$ cat src/rtl/atf_pkg.sv
// package: register map, fields, reset values and timing for the trigger/format block
package atf_pkg;
  // register byte offsets on the bus
  localparam logic [7:0] OFF_CONV_CTRL = 8'h00;
  localparam logic [7:0] OFF_CLK_REF_CFG = 8'h04;
  localparam logic [7:0] OFF_TRIG_CFG = 8'h08;
  localparam logic [7:0] OFF_RESULT_HIGH = 8'h0C;
  localparam logic [7:0] OFF_RESULT_LOW = 8'h10;
  localparam logic [7:0] OFF_IRQ_STATUS = 8'h14;
  localparam logic [7:0] OFF_IRQ_MASK = 8'h18;
  // field positions
  localparam int TRIG_SEL_LSB = 4;
  localparam int GO_BIT = 1;
  localparam int ENABLE_BIT = 0;
  localparam int JUSTIFY_BIT = 7;
  // reset values
  localparam logic [7:0] TRIG_CFG_RST = 8'h00;
  localparam logic [7:0] CONV_CTRL_RST = 8'h00;
  localparam logic [7:0] CLK_REF_RST = 8'h00;
  localparam logic [7:0] RESULT_RST = 8'h00;
  localparam logic [2:0] IRQ_RST = 3'h0;
  // writable masks: control bit 7, clock/reference config bits 3-2 and trigger config bits 3-0 are unimplemented
  localparam logic [7:0] CONV_CTRL_WMASK = 8'h7F;
  localparam logic [7:0] CLK_REF_WMASK = 8'hF3;
  localparam logic [7:0] TRIG_CFG_WMASK = 8'hF0;
  // status bits: done, timer0 wrap, timer1 wrap
  localparam int IRQ_DONE = 0;
  localparam int IRQ_T0 = 1;
  localparam int IRQ_T1 = 2;
  // conversion time in ns at a 50 ns clock
  localparam int CONV_TIME_NS = 1100;
  localparam int CLK_PERIOD_NS = 50;
  localparam int CONV_CYCLES = (CONV_TIME_NS + CLK_PERIOD_NS - 1) / CLK_PERIOD_NS;
  // trigger source codes
  typedef enum logic [3:0] {
    TRIG_NONE = 4'h0,
    TRIG_T0 = 4'h3,
    TRIG_T1 = 4'h4,
    TRIG_T2 = 4'h5,
    TRIG_CMP1 = 4'h6,
    TRIG_CMP2 = 4'h7,
    TRIG_LC1 = 4'h8,
    TRIG_LC2 = 4'h9,
    TRIG_LC3 = 4'hA,
    TRIG_LC4 = 4'hB
  } atf_trig_type;
  // converter states
  typedef enum logic [0:0] {
    ST_IDLE = 1'b0,
    ST_CONVERT = 1'b1
  } atf_state_type;
endpackage

$ cat src/rtl/atf_top.sv
// trigger selection, conversion sequencing and result formatting with AXI4-Lite registers
//
// Design decisions made here: the AXI4-Lite register port and the placing of the registers.
`timescale 1ns/10ps
`default_nettype none
module atf_top
  import atf_pkg::*;
(
  // clock and reset
  input wire logic aclk,
  input wire logic aresetn,
  // axi4-lite write address
  input wire logic [7:0] s_axi_awaddr,
  input wire logic s_axi_awvalid,
  output logic s_axi_awready,
  // axi4-lite write data
  input wire logic [31:0] s_axi_wdata,
  input wire logic [3:0] s_axi_wstrb,
  input wire logic s_axi_wvalid,
  output logic s_axi_wready,
  // axi4-lite write response
  output logic [1:0] s_axi_bresp,
  output logic s_axi_bvalid,
  input wire logic s_axi_bready,
  // axi4-lite read
  input wire logic [7:0] s_axi_araddr,
  input wire logic s_axi_arvalid,
  output logic s_axi_arready,
  output logic [31:0] s_axi_rdata,
  output logic [1:0] s_axi_rresp,
  output logic s_axi_rvalid,
  input wire logic s_axi_rready,
  // trigger sources
  input wire logic timer0_wrap_pulse,
  input wire logic timer1_wrap_pulse,
  input wire logic timer2_period_match,
  input wire logic comparator1_synced_output,
  input wire logic comparator2_synced_output,
  input wire logic [3:0] logic_cell_output,
  // analog core
  input wire logic [9:0] conversion_result,
  output logic conversion_busy,
  // interrupt
  output logic irq
);

  logic [7:0] conv_ctrl_reg;
  logic [7:0] clk_ref_reg;
  logic [7:0] trig_cfg_reg;
  logic [7:0] result_high_reg;
  logic [7:0] result_low_reg;
  logic [2:0] irq_status_reg;
  logic [2:0] irq_mask_reg;
  logic src_sel;
  logic src_prev_reg;
  logic trig_edge;
  atf_state_type state_reg;
  logic [7:0] conv_cnt_reg;
  logic conv_done;
  logic aw_held_reg;
  logic w_held_reg;
  logic [7:0] awaddr_reg;
  logic [31:0] wdata_reg;
  logic [3:0] wstrb_reg;
  logic wr_fire;
  logic rd_fire;
  logic sw_go;
  logic [7:0] rd_word;
  logic rd_ok;
  // write payload kept while the other channel waits
  logic [7:0] awaddr_q;
  logic [31:0] wdata_q;
  logic [3:0] wstrb_q;

  // trigger source mux; reserved codes select nothing
  always_comb begin
    unique case (trig_cfg_reg[7:TRIG_SEL_LSB])
      TRIG_T0: src_sel = timer0_wrap_pulse;
      TRIG_T1: src_sel = timer1_wrap_pulse;
      TRIG_T2: src_sel = timer2_period_match;
      TRIG_CMP1: src_sel = comparator1_synced_output;
      TRIG_CMP2: src_sel = comparator2_synced_output;
      TRIG_LC1: src_sel = logic_cell_output[0];
      TRIG_LC2: src_sel = logic_cell_output[1];
      TRIG_LC3: src_sel = logic_cell_output[2];
      TRIG_LC4: src_sel = logic_cell_output[3];
      default: src_sel = 1'b0;
    endcase
  end

  // previous level of selected source for edge detection
  always_ff @(posedge aclk) begin
    if (!aresetn) begin
      src_prev_reg <= 1'b0;
    end else begin
      src_prev_reg <= src_sel;
    end
  end

  // a source switch from low to a high source also counts as an edge, by design
  assign trig_edge = src_sel && !src_prev_reg;

  // bus handshakes: address and data accepted independently
  assign s_axi_awready = !aw_held_reg && !s_axi_bvalid;
  assign s_axi_wready = !w_held_reg && !s_axi_bvalid;
  assign s_axi_arready = !s_axi_rvalid;
  assign wr_fire = (aw_held_reg || (s_axi_awvalid && s_axi_awready)) &&
                   (w_held_reg || (s_axi_wvalid && s_axi_wready));
  assign rd_fire = s_axi_arvalid && s_axi_arready;
  assign sw_go = wr_fire && (awaddr_reg == OFF_CONV_CTRL) && wstrb_reg[0] &&
                 wdata_reg[GO_BIT];

  // capture address and data, possibly in different cycles
  always_ff @(posedge aclk) begin
    if (!aresetn) begin
      aw_held_reg <= 1'b0;
      w_held_reg <= 1'b0;
    end else if (wr_fire) begin
      aw_held_reg <= 1'b0;
      w_held_reg <= 1'b0;
    end else begin
      if (s_axi_awvalid && s_axi_awready) aw_held_reg <= 1'b1;
      if (s_axi_wvalid && s_axi_wready) w_held_reg <= 1'b1;
    end
  end

  // combinational view of the write payload, held or live
  always_comb begin
    awaddr_reg = aw_held_reg ? awaddr_q : s_axi_awaddr;
    wdata_reg = w_held_reg ? wdata_q : s_axi_wdata;
    wstrb_reg = w_held_reg ? wstrb_q : s_axi_wstrb;
  end

  // payload storage
  always_ff @(posedge aclk) begin
    if (!aresetn) begin
      awaddr_q <= 8'h00;
      wdata_q <= 32'h0000_0000;
      wstrb_q <= 4'h0;
    end else begin
      if (s_axi_awvalid && s_axi_awready) awaddr_q <= s_axi_awaddr;
      if (s_axi_wvalid && s_axi_wready) begin
        wdata_q <= s_axi_wdata;
        wstrb_q <= s_axi_wstrb;
      end
    end
  end

  // write response, slverr for unmapped offsets
  always_ff @(posedge aclk) begin
    if (!aresetn) begin
      s_axi_bvalid <= 1'b0;
      s_axi_bresp <= 2'h0;
    end else if (wr_fire) begin
      s_axi_bvalid <= 1'b1;
      s_axi_bresp <= (awaddr_reg <= OFF_IRQ_MASK && awaddr_reg[1:0] == 2'h0) ?
                     2'h0 : 2'h2;
    end else if (s_axi_bready) begin
      s_axi_bvalid <= 1'b0;
    end
  end

  // software-written configuration registers
  always_ff @(posedge aclk) begin
    if (!aresetn) begin
      clk_ref_reg <= CLK_REF_RST;
      trig_cfg_reg <= TRIG_CFG_RST;
      irq_mask_reg <= IRQ_RST;
    end else if (wr_fire && wstrb_reg[0]) begin
      if (awaddr_reg == OFF_CLK_REF_CFG) clk_ref_reg <= wdata_reg[7:0] & CLK_REF_WMASK;
      if (awaddr_reg == OFF_TRIG_CFG) trig_cfg_reg <= wdata_reg[7:0] & TRIG_CFG_WMASK;
      if (awaddr_reg == OFF_IRQ_MASK) irq_mask_reg <= wdata_reg[2:0];
    end
  end

  // control register; go bit is set by software or trigger, cleared at the end
  always_ff @(posedge aclk) begin
    if (!aresetn) begin
      conv_ctrl_reg <= CONV_CTRL_RST;
    end else begin
      if (wr_fire && wstrb_reg[0] && awaddr_reg == OFF_CONV_CTRL) begin
        // go bit cannot be cleared by a write while busy: aborting is not offered
        conv_ctrl_reg <= (wdata_reg[7:0] & CONV_CTRL_WMASK) |
                         {6'h00, conv_ctrl_reg[GO_BIT], 1'b0};
      end
      if (conv_done) begin
        conv_ctrl_reg[GO_BIT] <= 1'b0;
      end else if (state_reg == ST_IDLE && (sw_go || trig_edge) &&
                   (conv_ctrl_reg[ENABLE_BIT] || sw_go)) begin
        conv_ctrl_reg[GO_BIT] <= 1'b1;
      end
    end
  end

  // conversion sequencer; the enable bit gates hardware triggers
  always_ff @(posedge aclk) begin
    if (!aresetn) begin
      state_reg <= ST_IDLE;
      conv_cnt_reg <= 8'h00;
    end else begin
      unique case (state_reg)
        ST_IDLE: begin
          // edges while converting never reach here, so they are dropped
          if (sw_go || (trig_edge && conv_ctrl_reg[ENABLE_BIT])) begin
            state_reg <= ST_CONVERT;
            conv_cnt_reg <= 8'(CONV_CYCLES - 1);
          end
        end
        ST_CONVERT: begin
          if (conv_cnt_reg == 8'h00) begin
            state_reg <= ST_IDLE;
          end else begin
            conv_cnt_reg <= conv_cnt_reg - 8'h01;
          end
        end
      endcase
    end
  end

  assign conv_done = (state_reg == ST_CONVERT) && (conv_cnt_reg == 8'h00);
  assign conversion_busy = (state_reg == ST_CONVERT);

  // result pair loaded together at completion with current format
  always_ff @(posedge aclk) begin
    if (!aresetn) begin
      result_high_reg <= RESULT_RST;
      result_low_reg <= RESULT_RST;
    end else if (conv_done) begin
      if (clk_ref_reg[JUSTIFY_BIT]) begin
        result_high_reg <= {6'h00, conversion_result[9:8]};
        result_low_reg <= conversion_result[7:0];
      end else begin
        result_high_reg <= conversion_result[9:2];
        result_low_reg <= {conversion_result[1:0], 6'h00};
      end
    end else if (wr_fire && wstrb_reg[0]) begin
      if (awaddr_reg == OFF_RESULT_HIGH) result_high_reg <= wdata_reg[7:0];
      if (awaddr_reg == OFF_RESULT_LOW) result_low_reg <= wdata_reg[7:0];
    end
  end

  // read mux
  always_comb begin
    rd_word = 8'h00;
    rd_ok = 1'b1;
    unique case (s_axi_araddr)
      OFF_CONV_CTRL: rd_word = conv_ctrl_reg;
      OFF_CLK_REF_CFG: rd_word = clk_ref_reg;
      OFF_TRIG_CFG: rd_word = trig_cfg_reg;
      OFF_RESULT_HIGH: rd_word = result_high_reg;
      OFF_RESULT_LOW: rd_word = result_low_reg;
      OFF_IRQ_STATUS: rd_word = {5'h00, irq_status_reg};
      OFF_IRQ_MASK: rd_word = {5'h00, irq_mask_reg};
      default: rd_ok = 1'b0;
    endcase
  end

  // read data channel
  always_ff @(posedge aclk) begin
    if (!aresetn) begin
      s_axi_rvalid <= 1'b0;
      s_axi_rdata <= 32'h0000_0000;
      s_axi_rresp <= 2'h0;
    end else if (rd_fire) begin
      s_axi_rvalid <= 1'b1;
      s_axi_rdata <= {24'h000000, rd_word};
      s_axi_rresp <= rd_ok ? 2'h0 : 2'h2;
    end else if (s_axi_rready) begin
      s_axi_rvalid <= 1'b0;
    end
  end

  // sticky events cleared by status read; a same-cycle event wins
  always_ff @(posedge aclk) begin
    if (!aresetn) begin
      irq_status_reg <= IRQ_RST;
    end else begin
      irq_status_reg <= ((rd_fire && s_axi_araddr == OFF_IRQ_STATUS) ? 3'h0 : irq_status_reg) |
                        {timer1_wrap_pulse, timer0_wrap_pulse, conv_done};
    end
  end

  assign irq = |(irq_status_reg & irq_mask_reg);
endmodule // atf_top
`default_nettype wire

$ cat config.mk
export PLATFORM = sky130hd
export DESIGN_NAME = atf_top
export DESIGN_NICKNAME = d
export VERILOG_FILES = /design/src/rtl/atf_pkg.sv /design/src/rtl/atf_top.sv
export SDC_FILE = /design/constraint.sdc
export NUM_CORES = 1
export LEC_CHECK = 0
export BUFFER_PORTS_ARGS = -buffer_cell sky130_fd_sc_hd__buf_4
export CAP_MARGIN = 10
export CORE_MARGIN = 4
export CORE_UTILIZATION = 56
export CTS_CLUSTER_SIZE = 24
export DETAILED_ROUTE_END_ITERATION = 6
export MAX_ROUTING_LAYER = met4
export PLACE_DENSITY = 0.88
export SYNTH_ARGS = -nofsm -noshare
export SYNTH_HDL_FRONTEND = slang
export SYNTH_SLANG_ARGS = --single-unit
$ cat constraint.sdc
create_clock -name aclk -period 6.1 [get_ports aclk]
set_clock_uncertainty 0.15 [all_clocks]
set_input_delay 1.525 -clock aclk [delete_from_list [all_inputs] [get_ports aclk]]
set_output_delay 1.525 -clock aclk [all_outputs]
set_load 0.02 [all_outputs]
Yosys cells after proc, flatten, opt, wreduce, memory -nomap -nowiden
Index checks and enable logic that the tools add are counted.
{ "totals": {"wordCells": 127, "reg_bits": 82, "out_inout_bits": 43, "in_bits": 78} }
{ "op_classes": {"eq_ne": 22, "magnitude_cmp": 1, "n_reduce_logical": 48, "mux": 29, "bitwise": 5, "add_sub_neg": 1} }
{ "op_table": {"columns": ["operator", "n"], "rows": [
  ["8-bit two-way mux", 12],
  ["8-bit one-hot mux with 7 select lines", 1],
  ["8-bit by 5-bit equality test with 1-bit output (second input constant)", 5],
  ["8-bit by 4-bit equality test with 1-bit output (second input constant)", 4],
  ["8-bit zero test", 3],
  ["1-bit logical AND", 18],
  ["4-bit by 3-bit equality test with 1-bit output (second input constant)", 4],
  ["4-bit equality test (second input constant)", 4],
  ["8-bit by 3-bit equality test with 1-bit output (second input constant)", 2],
  ["8-bit one-hot mux with 2 select lines", 1],
  ["2-bit AND reduction", 6],
  ["2-bit nonzero test", 6],
  ["1-bit two-way mux", 9],
  ["1-bit one-hot mux with 9 select lines", 1],
  ["8-bit by 5-bit <= comparator with 1-bit output (second input constant)", 1],
  ["8-bit by 1-bit subtractor with 8-bit output (second input constant)", 1],
  ["7-bit by 2-bit bitwise OR with 7-bit output", 1],
  ["7-bit OR reduction", 1],
  ["2-bit two-way mux", 3],
  ["1-bit zero test", 5],
  ["1-bit logical OR", 5],
  ["4-bit by 2-bit equality test with 1-bit output (second input constant)", 1],
  ["2-bit OR reduction", 2],
  ["3-bit bitwise AND", 1],
  ["other kinds (8)", 9]
]} }

Depth between registers and ports, before layout
Gate-level depths: netlist of run 1.
{ "depth": {"ltp_word": 12, "mapped_depth": 8, "ltp_nobuf": 7} }

Worst setup path before layout of run 1
OpenSTA, ideal clock, no wires.
{ "synth_timing": {"path_type": "in2reg", "startpoint": "input port s_axi_awaddr[5]", "endpoint": "register result_high_reg[2]", "stages": 5, "path_slack_ns": 2.536, "arrival_time_ns": 3.290, "path_buffers": 0, "required_ns": 5.826, "setup_ns": 0.124, "path_cell_list": "or4_1 a2111oi_4 nand4_2 mux2i_1 o2bb2ai_1"} }
{ "synth_via": {"elab_chain_len": 4} }
{ "synth_lines": {"columns": ["element", "line_no", "rtl"], "rows": [
  ["from (decl)", "atf_top.sv:13", "input wire logic [7:0] s_axi_awaddr,"],
  ["8-bit two-way mux", "atf_top.sv:129", "awaddr_reg = aw_held_reg ? awaddr_q : s_axi_awaddr;"],
  ["8-bit by 4-bit equality test with 1-bit output", "atf_top.sv:237", "if (awaddr_reg == OFF_RESULT_HIGH) result_high_reg <= wdata_reg[7:0];"],
  ["2-bit nonzero test (no line)", null, null],
  ["2-bit AND reduction (no line)", null, null],
  ["to (signal assigned)", "atf_top.sv:230", "result_high_reg <= {6'h00, conversion_result[9:8]};"],
  ["to (signal assigned)", "atf_top.sv:233", "result_high_reg <= conversion_result[9:2];"],
  ["to (signal assigned)", "atf_top.sv:237", null],
  ["to (decl)", "atf_top.sv:50", "logic [7:0] result_high_reg;"]
]} }
Every way passes these cells.
A chain may end at the register's enable or synchronous reset.

Final worst setup path of run 1
{ "layout_timing": {"startpoint": "input port s_axi_awaddr[5]", "endpoint": "register result_high_reg[3]"} }
Same word-level chain as after synthesis.

==> flow_summary.json, run 1 <==
{
  "status": "completed",
  "n_antenna_cell": 0,
  "synth_seq_cells": 80,
  "routed_wl_mm": 10.00,
  "critPathKind": "input port to flop",
  "cp-startpoint": "s_axi_awaddr[5]",
  "synthArstFlopShare": 0,
  "drv_slew": 0,
  "synth_top_area_cell": "dfxtp_1",
  "ir_drop_v": 0.0001515,
  "synth_top_family_by_area": "simple AND/OR/NAND/NOR gates",
  "hold_viol_final": 0,
  "fp.dieArea_sq_um": 8962,
  "relSlewSlack": 0.4191,
  "cts_buffers": 9,
  "cts_resized": 0,
  "leakage_nw": 2.171,
  "regArea_sq_um": 1602,
  "startpoint_type": "input port",
  "syn_avg_cell_area_sq_um": 9.348,
  "yosys.area_share.simple": 0.1984,
  "synth.area.mux_share": 0.1788,
  "place.gp.congestion": 0.8671,
  "dp_cells": 593,
  "area_growth_pct": 16.12,
  "endpoint": "result_high_reg[3]",
  "worstPathCellList": "buf_4 -> or4_1 -> a2111oi_4 -> nand4_2 -> mux2i_1 -> o2bb2ai_1",
  "final_nets": 584,
  "grt-ovfl-total": 0,
  "tightest_slew_ns": 0.8694,
  "netlist.area_leader.share": 0.3807,
  "hold_path.class": "flop to flop",
  "crit_fanout": 10,
  "fill_cells": 592,
  "antenna_found_initial": 0,
  "dr.pass1.iters": 5,
  "syn-cell-area_sq_um": 4207,
  "fin_util": 0.6699,
  "grt_max_degree": 74,
  "worstPathRequired_ns": 6.18,
  "antenna_left": 0,
  "drive_above_1_share": 0.2157,
  "rows": 31,
  "cp_slowest_cell": "or4_1",
  "syn_inst": 450,
  "clk_latency_ns": 0.35,
  "synth_compound_area_frac": 0.1669,
  "crit_path_end_kind": "flop",
  "fin_cells": 609,
  "routed-via-count": 3509,
  "rrSetupSlack_ns": 2.86,
  "synth_area_leaders": "dfxtp_1 (38%), mux2i_1 (13%), nor2b_1 (5.2%)",
  "die_width_um": 94.67,
  "setup_tns_ns": 0,
  "io_buffers": 67,
  "powerDensity_nw_per_um2": 238.1,
  "critPathTopFamily": "simple AND/OR/NAND/NOR gates",
  "ys_warn_count": 0,
  "clock_sinks": 80,
  "grt_pass1_wl_mm": 15.88,
  "multi_input_area_sq_um": 2399,
  "synth_xor_area_frac": 0,
  "min_period_ns": 3.596,
  "first_iter_violations": 310,
  "cts.reportedPaths.clkPinSlew_ns": 0.08,
  "start_util": 0.5769,
  "ys_top_cells_by_count": "dfxtp_1 (80), mux2i_1 (56), nand2_1 (47)",
  "rr_worst_depth": 7,
  "ctsHtreeMaxLevel": 3,
  "cts_hold_buf": 0,
  "clock_path_buffers": 2,
  "synth_cell_types": 62,
  "setup_viol": 0,
  "cp.arrival_ns": 3.68,
  "cts_tree": "built",
  "gr-usage-all-layers": 0.2307,
  "die_h_um": 94.67,
  "yosysSeqAreaShare": 0.3807,
  "crit_buf_inv": 1,
  "rsz0062_at_grt": "false",
  "timing.fmax_ghz": 0.2780,
  "critical_path.max_stage_delay_ns": 0.59,
  "drcViolationCount": 0,
  "rr_startpoint": "conv_cnt_reg[0]",
  "synthFlopType": "dfxtp_1",
  "wire_per_inst_um": 16.43,
  "yosys.area_share.adder": 0.002974,
  "core-area_sq_um": 7292,
  "grt_pass1_vias": 3385,
  "cap_violations": 0,
  "path_depth": 6,
  "synth_edf_count": 0,
  "post-cts-setup-buffers": 0,
  "fin_crit_sh": 0.5896,
  "vias_per_cell": 5.762,
  "r2r-end": "result_high_reg[6]",
  "synth_most_common_cell": "dfxtp_1",
  "root_buffer": "clkbuf_8",
  "dp.final_hpwl_mm": 7.420,
  "num_io_pins": 121
}
routing by layer:
metal / global-route usage / wire [um] / vias to the layer above / share of wire
li1: - / - / 1697 / -
met1: 0.2776 / 4130 / 1669 / 0.41
met2: 0.3870 / 5090 / 129 / 0.51
met3: 0.04861 / 635 / 14 / 0.063
met4: 0.07091 / 147 / 0 / 0.015
met5: - / 0 / - / 0
worst min-delay path by stage:
stage	from	to	depth (start not counted)
global route	s_axi_rdata[0]	s_axi_rdata[0]	1
finish	wstrb_q[0]	wstrb_q[0]	2
CTS	wdata_q[3]	wdata_q[3]	2
global placement	wdata_q[5]	wdata_q[5]	2
detailed placement	wdata_q[3]	wdata_q[3]	2
floorplan	wdata_q[0]	wdata_q[0]	2
cells in the final DEF (no fill, tap or decap), drive strengths merged, types with 3 or more instances in the layout:
cell type and count:
dfxtp 80, buf 67, mux2i 56, nand2 47
nor2b 35, conb 26, nor2 19, o21ai 17
mux2 15, a21boi 14, nand3 11, clkbuf 10
a21oi 7, a22o 7, o211ai 7, inv 6
o2bb2ai 6, nand4 6, and2 5, and3 5
nor3 4, a31oi 4, a222oi 3, o22ai 3
a22oi 3, bufinv 3, nor4 3, or4b 3
metrics by stage:
| step | power (mW) | worst slack [ns] | cell area, sq um | hold WS (ns) |
|---|---|---|---|---|
| 3_3_place_gp | 0.7077 | 2.210 | 4649 | 0.2975 |
| 3_5_place_dp | 0.7125 | 2.152 | 4649 | 0.3078 |
| 6_report | 1.163 | 2.504 | 4885 | 0.3166 |
| 5_1_grt | 1.207 | 2.400 | 4885 | 0.3476 |
| 2_1_floorplan | 0.6698 | 2.536 | 4300 | 0.2900 |
| 4_1_cts | 1.167 | 2.524 | 4885 | 0.3187 |
power breakdown:
| group | total [mW] | switching, mW | internal (mW) | leakage [nW] |
|---|---|---|---|---|
| registers | 0.551 | 0.0151 | 0.536 | 0.649 |
| logic | 0.152 | 0.0861 | 0.0654 | 1.41 |
| clock network | 0.461 | 0.190 | 0.271 | 0.116 |
| total | 1.16 | 0.291 | 0.872 | 2.17 |
worst register-to-register path, delay by kind of cell (launching register included):
family                   cells  cell delay [ns]
AO/OA/AOI/OAI                1             0.19
adder cells (fa/ha/maj)      1             0.19
buffers and inverters        1             0.08
flip-flops                   1             0.34
AND/OR/NAND/NOR              4             2.21
cell families (layout without fill, tap and decap cells):
group / count (synthesis) / in the layout
compound gates: 92 / 92
other cells: 1 / 26
flops: 80 / 80
simple gates: 150 / 150
fa+ha+maj: 1 / 1
mux: 72 / 72
buf+inv: 54 / 89
area by class of cell:
type | count | share of cell area
clock buffer | 10 | 0.02613
clock inverter | 6 | 0.02203
inverter | 6 | 0.004611
multi-input combinational | 341 | 0.4910
sequential | 80 | 0.3279
tap | 99 | 0.02536
timing repair buffer | 67 | 0.1030
(Power assumes the default switching activity.)
==> run 2: changes to the inputs <==
CORE_UTILIZATION = 47   (was 56)
PLACE_DENSITY = 0.79   (was 0.88)
clock period = 3.2 ns   (was 6.1 ns; I/O delays follow)
==> run 2 against run 1 <==
Compared with the run above: via count decreased by 0.28%; critical endpoint unchanged; largest power group unchanged; combinational power increased by 95%; non-clock buffer count increased by 8; cell count increased by 2.8%; highest routed layer unchanged.
==> flow_summary.json, run 2 (synthesis results as in run 1) <==
{
  "grt_max_degree": 48,
  "relSlewSlack": 0.6422,
  "layout_commonest_cell": "dfxtp_1",
  "cts_resized": 0,
  "root_buffer": "clkbuf_8",
  "combPwrFrac": 0.141,
  "clock_sinks": 80,
  "rows": 34,
  "p_sw_frac": 0.2706,
  "critical_path.max_stage_delay_ns": 0.67,
  "timing.fmax_ghz": 0.3527,
  "crit_path_end_kind": "flop",
  "powerDensity_nw_per_um2": 426.7,
  "vias_per_cell": 5.589,
  "dp.final_hpwl_mm": 7.642,
  "post-cts-setup-buffers": 0,
  "cap_violations": 0,
  "cts.reportedPaths.clkPinSlew_ns": 0.09,
  "worstPathRequired_ns": 3.28,
  "gr-usage-all-layers": 0.1987,
  "power_mw": 2.102,
  "drcViolationCount": 0,
  "io_buffers": 67,
  "setup_tns_ns": 0,
  "min_period_ns": 2.836,
  "p_int_mw": 1.533,
  "core-area_sq_um": 8721,
  "wire_per_inst_um": 16.04,
  "start_util": 0.4824,
  "grt_pass1_vias": 3290,
  "startpoint_type": "flop",
  "crit_fanout": 15,
  "clk_latency_ns": 0.36,
  "fin_crit_sh": 0.8861,
  "final_nets": 592,
  "drv_slew": 0,
  "crit_buf_inv": 1,
  "num_io_pins": 121,
  "leakage_nw": 2.191,
  "clock_path_buffers": 2,
  "fp.dieArea_sq_um": 10530,
  "die_width_um": 102.6,
  "grt-ovfl-total": 0,
  "grt_pass1_wl_mm": 15.97,
  "power.switching_mw": 0.5688,
  "clock_power_share": 0.363,
  "antenna_left": 0,
  "pwr-share-seq": 0.496,
  "n_antenna_cell": 0,
  "hold_slack_ns": 0.3180,
  "fill_cells": 757,
  "multi_input_area_sq_um": 2399,
  "dpl_cell_area_sq_um": 4721,
  "cts_buffers": 9,
  "die_h_um": 102.6,
  "tightest_slew_ns": 0.5218,
  "cp.arrival_ns": 2.92,
  "cts_tree": "built",
  "setup_viol": 0,
  "most-common-layout-cells": "dfxtp_1 (80), buf_4 (75), mux2i_1 (56)",
  "hold_viol_final": 0,
  "cts_hold_buf": 0,
  "first_iter_violations": 201,
  "area_growth_pct": 17.10,
  "place.gp.congestion": 0.9001,
  "hold_path.class": "flop to flop",
  "status": "completed",
  "routed-via-count": 3499,
  "critPathTopFamily": "simple AND/OR/NAND/NOR gates",
  "worstPathCellList": "or4b_4 -> a2111oi_4 -> buf_4 -> nand4_2 -> mux2i_1 -> o2bb2ai_1",
  "antenna_found_initial": 0,
  "cp_slowest_cell": "dfxtp_1",
  "rsz0062_at_grt": "false",
  "critPathKind": "flop to flop",
  "routed_wl_mm": 10.04,
  "final_area_sq_um": 4926,
  "dr.pass1.iters": 5,
  "ctsHtreeMaxLevel": 3,
  "regArea_sq_um": 1602,
  "drive_above_1_share": 0.2297,
  "ir_drop_v": 0.0002052
}
run 2: cell count changes in the layout (fill, tap and decap cells not counted), sizes merged:
cell,change
clkinvlp,+1
buf,+8
bufinv,-2
inv,+1
run 2: path summary, 6_finish.rpt:
kind	from	to	slack (ns)	depth (start not counted)
worst max-delay path	aw_held_reg	result_high_reg[3]	0.36	6
worst min-delay path	wdata_q[7]	wdata_q[7]	0.32	2
worst max register to register	aw_held_reg	result_high_reg[3]	0.36	6
worst min register to register	wdata_q[7]	wdata_q[7]	0.32	2
run 2: power groups by stage:
| stage | clock (mW) | sequential [mW] | combinational (mW) |
|---|---|---|---|
| 3_3_place_gp | 0 | 1.06 | 0.291 |
| 2_1_floorplan | 0 | 1.06 | 0.212 |
| 5_1_grt | 0.816 | 1.05 | 0.324 |
| 6_report | 0.762 | 1.04 | 0.297 |
| 4_1_cts | 0.774 | 1.04 | 0.298 |
| 3_5_place_dp | 0 | 1.07 | 0.297 |
run 2: layout make-up:
| type | count | area share |
|---|---|---|
| well taps | 108 | 0.02743 |
| inverters | 6 | 0.004572 |
| flip-flops and latches | 80 | 0.3251 |
| clock inverters | 6 | 0.01372 |
| repair buffers | 75 | 0.1143 |
| clock buffers | 10 | 0.02794 |
| multi-input cells | 341 | 0.4869 |
run 2: worst reg2reg max path, delay by kind of cell (launching register included):
family | cells | cell delay, ns
AO/OA/AOI/OAI | 2 | 0.44
buffers and inverters | 1 | 0.21
flip-flops | 1 | 0.67
multiplexers | 1 | 0.32
AND/OR/NAND/NOR | 2 | 0.91
run 2: stage by stage:
| stage | setup slack [ns] | cells | util |
|---|---|---|---|
| after floorplan | 0.3611 | 475 | - |
| after global placement | 0.1911 | 610 | 0.5413 |
| after detailed placement | 0.1394 | 610 | 0.5413 |
| after CTS | 0.3619 | 626 | 0.5648 |
| after global routing | 0.2354 | 626 | 0.5648 |
| final | 0.3645 | 626 | 0.5648 |
run 2: metal layers:
| layer | vias up | routed length, um | global-route usage |
|---|---|---|---|
| met5 | - | 0 | - |
| met4 | 0 | 182 | 0.06357 |
| met3 | 19 | 591 | 0.04465 |
| met2 | 106 | 4844 | 0.3203 |
| met1 | 1664 | 4420 | 0.2477 |
| li1 | 1710 | - | - |
